File: src/design/hip_consts.vh
// Constants for the homing and interpolated position mode logic
`ifndef HIP_CONSTS_VH
`define HIP_CONSTS_VH
// ----------------------------------------
// Register word addresses
// ----------------------------------------
`define HIP_A_CTRL 4'h0
`define HIP_A_MODE 4'h1
`define HIP_A_METHOD 4'h2
`define HIP_A_STATUS 4'h3
`define HIP_A_TARGET 4'h4
`define HIP_A_POS 4'h5
`define HIP_A_CURLVL 4'h6
`define HIP_A_BLKMS 4'h7
`define HIP_A_IPMS 4'h8
`define HIP_A_BUFCFG 4'h9
`define HIP_A_VLIM 4'ha
`define HIP_A_FEWIN 4'hb
`define HIP_A_FEMS 4'hc
`define HIP_A_DECODE 4'hd
// ----------------------------------------
// Field positions
// ----------------------------------------
`define HIP_CW_START 4
`define HIP_CW_HALT 8
`define HIP_SW_TGT 10
`define HIP_SW_ACT 12
`define HIP_SW_ERR 13
// ----------------------------------------
// Mode and method codes
// ----------------------------------------
`define HIP_MODE_HOME 8'h06
`define HIP_MODE_IP 8'h07
`define HIP_M_CURPOS 8'h23
// ----------------------------------------
// Timing
// ----------------------------------------
`define HIP_CLK_MHZ 100
`define HIP_MS_NS 1000000
`define HIP_MS_CYC (`HIP_MS_NS * `HIP_CLK_MHZ / 1000)
`endif

File: src/design/hip_mode_logic.v
// Homing method decode, homing sequencer and interpolated position mode logic
//
// Register access over Avalon-MM and the address map were left to the implementer.
`timescale 1ns/1ps
`include "hip_consts.vh"
// ----------------------------------------
// Top module
// ----------------------------------------
module hip_mode_logic (
  // Clock and reset
  input wire clk,
  input wire rstn,
  // Avalon-MM slave
  input wire [3:0] avs_address,
  input wire avs_read,
  input wire avs_write,
  input wire [31:0] avs_writedata,
  output reg [31:0] avs_readdata,
  output wire avs_waitrequest,
  // Drive state
  input wire closed_loop,
  input wire op_enabled,
  input wire [15:0] motor_current,
  input wire [31:0] actual_pos,
  // Switches and index, asynchronous pins
  input wire lim_neg_pin,
  input wire lim_pos_pin,
  input wire home_sw_pin,
  input wire index_pin,
  // Motion outputs
  output reg [31:0] demand_pos,
  output reg [31:0] speed_limit,
  output reg motor_drive,
  output reg drive_dir_pos,
  output reg homing_done,
  output reg interpolation_running_flag
);
  // ----------------------------------------
  // Registers
  // ----------------------------------------
  reg [15:0] ctrl_reg;
  reg [7:0] mode_reg;
  reg [7:0] method_reg;
  reg [31:0] target_reg;
  reg [15:0] curlvl_reg;
  reg [15:0] blkms_reg;
  reg [15:0] ipms_reg;
  reg bufcfg_reg;
  reg [31:0] vprof_reg;
  reg [31:0] vmotor_reg;
  reg [31:0] fewin_reg;
  reg [15:0] fems_reg;
  reg ack_reg;
  reg tgt_wr_reg;
  // One wait cycle per access
  assign avs_waitrequest = (avs_read | avs_write) & ~ack_reg;
  wire acc = (avs_read | avs_write) & ack_reg;
  // ----------------------------------------
  // Method decode
  // ----------------------------------------
  wire neg_m = method_reg[7];
  wire [7:0] mag = neg_m ? (~method_reg + 8'h01) : method_reg;
  wire in_a = (mag >= 8'h01) && (mag <= 8'h0e);
  wire in_b = (mag >= 8'h11) && (mag <= 8'h1e);
  wire [7:0] base = in_b ? (mag - 8'h10) : mag;
  wire use_index = in_a || (!neg_m && (mag == 8'h21 || mag == 8'h22));
  wire blk_ok = (base == 8'h01 || base == 8'h02 || (base >= 8'h07 && base <= 8'h0e))
    && (in_a || in_b);
  wire idx_only = !neg_m && (mag == 8'h21 || mag == 8'h22);
  wire cur_pos = !neg_m && (mag == `HIP_M_CURPOS);
  wire valid_m = neg_m ? blk_ok : ((in_a || in_b) || idx_only || cur_pos);
  // Reference kind: ref_lim for limit (bases 1, 2), ref_home for home edge (bases 3 to 6)
  wire ref_lim = (base == 8'h01 || base == 8'h02);
  wire ref_home = (base >= 8'h03 && base <= 8'h06);
  wire left_edge = (base == 8'h03 || base == 8'h04);
  wire pos_side = (base == 8'h02) || (base >= 8'h07 && base <= 8'h0a);
  // ----------------------------------------
  // Pin synchronisers
  // ----------------------------------------
  reg [3:0] s1, s2, s3, pin_q;
  always @(posedge clk or negedge rstn) begin
    if (!rstn) begin
      s1 <= 4'h0;
      s2 <= 4'h0;
      s3 <= 4'h0;
      pin_q <= 4'h0;
    end else begin
      s1 <= {index_pin, home_sw_pin, lim_pos_pin, lim_neg_pin};
      s2 <= s1;
      s3 <= s2;
      pin_q <= (pin_q & ~(s2 ^ s3)) | (s2 & s3);
    end
  end
  reg [3:0] pin_d;
  always @(posedge clk or negedge rstn) begin
    if (!rstn)
      pin_d <= 4'h0;
    else
      pin_d <= pin_q;
  end
  wire l_neg = pin_q[0];
  wire l_pos = pin_q[1];
  wire h_rise = pin_q[2] & ~pin_d[2];
  wire h_fall = ~pin_q[2] & pin_d[2];
  wire idx_rise = pin_q[3] & ~pin_d[3];
  // ----------------------------------------
  // Millisecond tick
  // ----------------------------------------
  reg [19:0] ms_cnt;
  wire ms_tick = (ms_cnt == `HIP_MS_CYC - 1);
  always @(posedge clk or negedge rstn) begin
    if (!rstn)
      ms_cnt <= 20'h0;
    else
      ms_cnt <= ms_tick ? 20'h0 : ms_cnt + 20'h1;
  end
  // ----------------------------------------
  // Homing sequencer
  // ----------------------------------------
  localparam H_IDLE = 3'd0, H_SEEK = 3'd1, H_PUSH = 3'd2, H_INDEX = 3'd3,
    H_DONE = 3'd4, H_ERR = 3'd5;
  reg [2:0] h_state;
  reg [15:0] h_cnt;
  reg homed_once;
  wire home_mode = (mode_reg == `HIP_MODE_HOME);
  wire start = ctrl_reg[`HIP_CW_START];
  wire hit_lim = pos_side ? l_pos : l_neg;
  wire hit_blk = motor_current > curlvl_reg;
  wire hit_edge = left_edge ? (drive_dir_pos ? h_rise : h_fall)
    : (drive_dir_pos ? h_fall : h_rise);
  wire seek_hit = neg_m ? hit_blk : (ref_home ? hit_edge : hit_lim);
  always @(posedge clk or negedge rstn) begin
    if (!rstn) begin
      h_state <= H_IDLE;
      h_cnt <= 16'h0;
      homed_once <= 1'b0;
      drive_dir_pos <= 1'b0;
      homing_done <= 1'b0;
    end else begin
      homing_done <= 1'b0;
      case (h_state)
        H_IDLE: begin
          if (home_mode && start) begin
            if (!valid_m || (neg_m && !closed_loop)) begin
              h_state <= H_ERR;
              homed_once <= 1'b0;
            end else if (cur_pos) begin
              h_state <= H_DONE;
              homed_once <= 1'b1;
              homing_done <= 1'b1;
            end else if (!op_enabled) begin
              h_state <= H_ERR;
              homed_once <= 1'b0;
            end else begin
              homed_once <= 1'b0;
              drive_dir_pos <= pos_side;
              h_state <= idx_only ? H_INDEX : H_SEEK;
            end
          end
        end
        H_SEEK: begin
          if (!start || !home_mode)
            h_state <= H_IDLE;
          else if (seek_hit) begin
            h_cnt <= 16'h0;
            if (neg_m)
              h_state <= H_PUSH;
            else if (use_index)
              h_state <= H_INDEX;
            else begin
              h_state <= H_DONE;
              homed_once <= 1'b1;
              homing_done <= 1'b1;
            end
          end
        end
        H_PUSH: begin
          if (!start || !home_mode)
            h_state <= H_IDLE;
          else if (h_cnt >= blkms_reg) begin
            drive_dir_pos <= ~drive_dir_pos;
            if (use_index)
              h_state <= H_INDEX;
            else begin
              h_state <= H_DONE;
              homed_once <= 1'b1;
              homing_done <= 1'b1;
            end
          end else if (ms_tick)
            h_cnt <= h_cnt + 16'h1;
        end
        H_INDEX: begin
          if (!start || !home_mode)
            h_state <= H_IDLE;
          else if (idx_rise) begin
            h_state <= H_DONE;
            homed_once <= 1'b1;
            homing_done <= 1'b1;
          end
        end
        H_DONE, H_ERR: begin
          if (!start)
            h_state <= H_IDLE;
        end
        default: h_state <= H_IDLE;
      endcase
    end
  end
  wire h_run = (h_state == H_SEEK) || (h_state == H_PUSH) || (h_state == H_INDEX);
  reg [2:0] h_code;
  always @* begin
    case (h_state)
      H_SEEK, H_PUSH, H_INDEX: h_code = 3'b000;
      H_DONE: h_code = 3'b011;
      H_ERR: h_code = 3'b101;
      default: h_code = homed_once ? 3'b010 : 3'b001;
    endcase
  end
  // ----------------------------------------
  // Interpolated position mode
  // ----------------------------------------
  wire ip_mode = (mode_reg == `HIP_MODE_IP);
  wire ip_act = ip_mode && ctrl_reg[`HIP_CW_START] && op_enabled;
  wire halt = ctrl_reg[`HIP_CW_HALT];
  wire [31:0] vlim = (vprof_reg < vmotor_reg) ? vprof_reg : vmotor_reg;
  reg [31:0] step_reg;
  reg [15:0] ip_ms;
  reg [15:0] fe_cnt;
  reg fe_flag;
  reg halt_last;
  wire [31:0] diff = target_reg - demand_pos;
  wire dneg = diff[31];
  wire [31:0] dmag = dneg ? (~diff + 32'h1) : diff;
  wire [31:0] fe = actual_pos - demand_pos;
  wire [31:0] femag = fe[31] ? (~fe + 32'h1) : fe;
  wire [31:0] stp = (step_reg > dmag) ? dmag : step_reg;
  always @(posedge clk or negedge rstn) begin
    if (!rstn) begin
      demand_pos <= 32'h0;
      step_reg <= 32'h0;
      ip_ms <= 16'h0;
      fe_cnt <= 16'h0;
      fe_flag <= 1'b0;
      halt_last <= 1'b0;
      interpolation_running_flag <= 1'b0;
      speed_limit <= 32'h0;
      motor_drive <= 1'b0;
    end else begin
      interpolation_running_flag <= ip_act;
      halt_last <= halt;
      speed_limit <= closed_loop ? vlim : vprof_reg;
      motor_drive <= h_run || (ip_act && !halt);
      if (!ip_act)
        demand_pos <= actual_pos;
      else begin
        if (tgt_wr_reg) begin
          // Step per ms spreads the move over the interval
          step_reg <= (ipms_reg == 16'h0) ? dmag : (dmag / {16'h0, ipms_reg});
          ip_ms <= 16'h0;
        end else if (ms_tick && !halt) begin
          demand_pos <= dneg ? demand_pos - stp : demand_pos + stp;
          ip_ms <= ip_ms + 16'h1;
        end
      end
      if (!(ip_act && closed_loop) || femag <= fewin_reg) begin
        fe_cnt <= 16'h0;
        fe_flag <= 1'b0;
      end else if (fe_cnt > fems_reg)
        fe_flag <= 1'b1;
      else if (ms_tick)
        fe_cnt <= fe_cnt + 16'h1;
    end
  end
  wire reached = halt_last ? (actual_pos == demand_pos) : (target_reg == actual_pos);
  wire [2:0] ip_code = {fe_flag, interpolation_running_flag, reached};
  wire [2:0] sc = home_mode ? h_code : (ip_mode ? ip_code : 3'b000);
  wire [15:0] status = {2'b00, sc[2], sc[1], 1'b0, sc[0], 10'h0};
  // ----------------------------------------
  // Register access
  // ----------------------------------------
  always @(posedge clk or negedge rstn) begin
    if (!rstn) begin
      ack_reg <= 1'b0;
      tgt_wr_reg <= 1'b0;
      ctrl_reg <= 16'h0;
      mode_reg <= 8'h0;
      method_reg <= 8'h0;
      target_reg <= 32'h0;
      curlvl_reg <= 16'h0;
      blkms_reg <= 16'h0;
      ipms_reg <= 16'h1;
      bufcfg_reg <= 1'b0;
      vprof_reg <= 32'h0;
      vmotor_reg <= 32'h0;
      fewin_reg <= 32'h0;
      fems_reg <= 16'h0;
      avs_readdata <= 32'h0;
    end else begin
      ack_reg <= (avs_read | avs_write) & ~ack_reg;
      tgt_wr_reg <= 1'b0;
      if (avs_read & ~ack_reg) begin
        case (avs_address)
          `HIP_A_CTRL: avs_readdata <= {16'h0, ctrl_reg};
          `HIP_A_MODE: avs_readdata <= {24'h0, mode_reg};
          `HIP_A_METHOD: avs_readdata <= {24'h0, method_reg};
          `HIP_A_STATUS: avs_readdata <= {16'h0, status};
          `HIP_A_TARGET: avs_readdata <= target_reg;
          `HIP_A_POS: avs_readdata <= demand_pos;
          `HIP_A_CURLVL: avs_readdata <= {16'h0, curlvl_reg};
          `HIP_A_BLKMS: avs_readdata <= {16'h0, blkms_reg};
          `HIP_A_IPMS: avs_readdata <= {16'h0, ipms_reg};
          `HIP_A_BUFCFG: avs_readdata <= {31'h0, bufcfg_reg};
          `HIP_A_VLIM: avs_readdata <= vprof_reg;
          `HIP_A_FEWIN: avs_readdata <= fewin_reg;
          `HIP_A_FEMS: avs_readdata <= {16'h0, fems_reg};
          `HIP_A_DECODE: avs_readdata <= {24'h0, valid_m, use_index, neg_m, ref_lim,
            ref_home, pos_side, idx_only, cur_pos};
          default: avs_readdata <= 32'h0;
        endcase
      end
      if (avs_write && acc) begin
        case (avs_address)
          `HIP_A_CTRL: ctrl_reg <= avs_writedata[15:0];
          `HIP_A_MODE: mode_reg <= avs_writedata[7:0];
          `HIP_A_METHOD: method_reg <= avs_writedata[7:0];
          `HIP_A_TARGET: begin
            if (bufcfg_reg) begin
              target_reg <= avs_writedata;
              tgt_wr_reg <= 1'b1;
            end
          end
          `HIP_A_CURLVL: curlvl_reg <= avs_writedata[15:0];
          `HIP_A_BLKMS: blkms_reg <= avs_writedata[15:0];
          `HIP_A_IPMS: ipms_reg <= avs_writedata[15:0];
          `HIP_A_BUFCFG: bufcfg_reg <= avs_writedata[0];
          `HIP_A_VLIM: vprof_reg <= avs_writedata;
          `HIP_A_FEWIN: fewin_reg <= avs_writedata;
          `HIP_A_FEMS: fems_reg <= avs_writedata[15:0];
          `HIP_A_DECODE: vmotor_reg <= avs_writedata;
          default: ;
        endcase
      end
    end
  end
endmodule // hip_mode_logic

File: config.mk
export PLATFORM = sky130hd
export DESIGN_NAME = hip_mode_logic
export DESIGN_NICKNAME = d
export VERILOG_FILES = /design/src/design/hip_mode_logic.v
export VERILOG_INCLUDE_DIRS = /design/src /design/src/design
export SDC_FILE = /design/constraint.sdc
export NUM_CORES = 2
export LEC_CHECK = 0
export CORE_MARGIN = 2
export CORE_UTILIZATION = 55
export DETAILED_ROUTE_END_ITERATION = 8
export DONT_BUFFER_PORTS = 1
export GPL_TIMING_DRIVEN = 0
export HOLD_SLACK_MARGIN = 0.12
export PLACE_DENSITY = 0.78
export SKIP_CTS_REPAIR_TIMING = 1
export SYNTH_ARGS = -nofsm -noshare
export SYNTH_HDL_FRONTEND = slang
export SYNTH_SLANG_ARGS = --single-unit
File: constraint.sdc
create_clock -name clk -period 188.7 [get_ports clk]
set_input_delay 56.61 -clock clk [delete_from_list [all_inputs] [get_ports clk]]
set_output_delay 56.61 -clock clk [all_outputs]
set_load 0.01 [all_outputs]
==> impl_metrics.ini <==
[routing]
wl_mm = 171.3
routedWlPerCell_um = 21.81
drt_first_pass_iters = 6
drc = 0
viasPerCell = 6.453
num_vias = 50670
final_antenna_net_count = 0
dr.first_iter.drc_count = 4872

[timing]
fmax_ghz = 0.008134
rsz0062_at_grt = false
slew-limit-headroom_pct = -20.39
finalMaxSlewViolations = 204
finalSetupViolCount = 0
totalNegativeSetupSlack_ns = 0
timing.final.crit_share_pct = 65.16
tightestPinTransition_ns = 1.806
finClkSkew_ns = 0.03387
min_period_ns = 122.95
hold_viol = 0

[worst_setup_path]
reg2reg_to = step_reg[0]
cp-start-kind = flop
critical_path_buf_inv_count = 60
crit_type = reg -> reg
crit_family = compound AO/OA/AOI/OAI gates
reg2reg_depth = 491
slowest_delay_ns = 1.18
crit_path_max_fanout = 10
r2r_start = demand_pos[16]
slowest_stage = a211oi_1
crit_path_end_kind = flop
reg2reg_slack_ns = 65.75
timing.critical_path.mode_cell = o21a_1
required_ns = 189.15
worstPathArrival_ns = 123.40

[clock_tree]
clk_path_buf_depth = 3
clk_latency_ns = 0.62
cts.sinks = 435
cts_made_buffers = 45
path_clk_slew_ns = 0.07
htree_levels = 2
cts_tree = yes
cts-root-buf = clkbuf_16

[grt]
grt_first_pass_wirelength_mm = 265.2
grt_pass1_vias = 47820
antenna_found_initial = 9
grt_max_degree = 436
overflow = 0
grt_use_total_pct = 34.70

[floorplan]
die_w_um = 309.6
fp.dieArea_um2 = 95830
io_pins = 195
core_um2 = 92910
die_h_um = 309.6
start_util_pct = 55.27
rows = 112

[run_status]
status = complete, but fails checks
violations = slew limit

[layout]
drive_above_1_share_pct = 7.316
nNetsFinal = 7294
mostFrequentLayoutCells = nand2_1, ha_1, nor2_1
fillCellCount = 8524
multi_input_area_um2 = 38270
final_common_cell = nand2_1
seq_area_um2 = 10890
area_growth_pct = 6.510

[min_path]
hp-start = s1[3]
hold_end = s2[3]
min_path_cells = 0
hold_class = reg -> reg

[logic_synthesis]
avgSynthCellArea_um2 = 7.901
ys_seq_area_share_pct = 21.20
synth_top_area_cell = dfrtp_1
synth_top_area_share_pct = 21.15
synth-edff-count = 0
yosys_warnings = 0
synth_cells = 6500
ys_ff_latch = 435
yosys_most_used_dff = dfrtp_1
synth_cell_types = 123
async_flop_share_pct = 100.0
synth.cell_area_um2 = 51350
synth_area_leaders = dfrtp_1, ha_1, nand2_1
syn-num-nets = 7239

[place]
port_buffers = 0
hpwlAfterDp_mm = 136.1
routabilityCongestion = 1.014

[flow_run]
cap_violations = 0
==> per-layer routing <==
layer / track usage (%) / vias to the layer above / wire length [um]
li1: - / 24040 / -
met1: 46.29 / 24370 / 72730
met2: 55.40 / 1877 / 75660
met3: 6.865 / 379 / 15720
met4: 13.13 / 4 / 7117
met5: 0 / - / 23
==> layout make-up <==
class	instances	share of cell area [%]
multi-input cells	5491	69.96
flip-flops and latches	435	19.90
well taps	1254	2.869
clock buffers	62	2.377
inverters	329	2.258
plain buffers	245	1.819
clock inverters	18	0.4369
repair buffers	8	0.3294
diodes	10	0.04575
==> Yosys cell counts, types with 21 or more instances <==
library cell / n
nor4_1: 43
a221oi_1: 51
o21ai_1: 22
o21ai_0: 450
o21a_1: 230
a22oi_1: 38
nor3_1: 286
and2_1: 54
ha_1: 642
xnor2_1: 225
a31oi_1: 52
clkbuf_1: 195
and4_1: 22
and3_1: 55
buf_2: 21
or2_2: 60
a22o_1: 39
xor2_1: 173
nand3_1: 124
nand2_1: 654
a21boi_0: 22
nand2b_1: 82
dfrtp_1: 434
mux2i_1: 55
o31ai_1: 121
nand4_1: 97
a21oi_1: 464
o211ai_1: 40
a211oi_1: 32
nor2_1: 527
o21bai_1: 43
nor2b_1: 71
or3_1: 59
mux2_2: 210
a21o_1: 110
inv_1: 328
==> how the worst max path moves through the flow <==
stage,startpoint,to,depth (start not counted)
after detailed placement,demand_pos[8],step_reg[0],492
after global routing,demand_pos[8],step_reg[0],492
after floorplan,avs_write,avs_waitrequest,2
after CTS,demand_pos[8],step_reg[0],492
final,demand_pos[16],step_reg[0],491
after global placement,demand_pos[16],step_reg[0],492
==> cells by family (layout without fill, tap and decap cells) <==
group                    count (synthesis)  in the layout  share of synthesized area (%)
buffers and inverters                  574            662                          4.342
AO/OA/AOI/OAI                         1955           1955                          25.08
multiplexers                           270            270                          5.794
other                                    0             10                              0
XOR/XNOR                               398            398                          6.788
flip-flops                             435            435                          21.20
adder cells (fa/ha/maj)                647            647                          15.80
AND/OR/NAND/NOR                       2221           2221                          21.00
==> metrics by stage <==
step | hold slack, ns | cells | setup WS, ns | area (um^2) | utilization, %
global route | 0.3631 | 7850 | 57.58 | 54690 | 58.87
detailed placement | 0.3463 | 7756 | 68.73 | 52960 | 57.01
floorplan | 0.3312 | 6500 | 75.27 | 51350 | -
finish | 0.3494 | 7852 | 65.75 | 54700 | 58.87
global placement | 0.3336 | 7754 | 70.42 | 52920 | 56.96
CTS | 0.3572 | 7836 | 68.10 | 54500 | 58.66
Power is not shown: default switching activity piles up to over one toggle a cycle in this logic, so the estimate is an artifact.
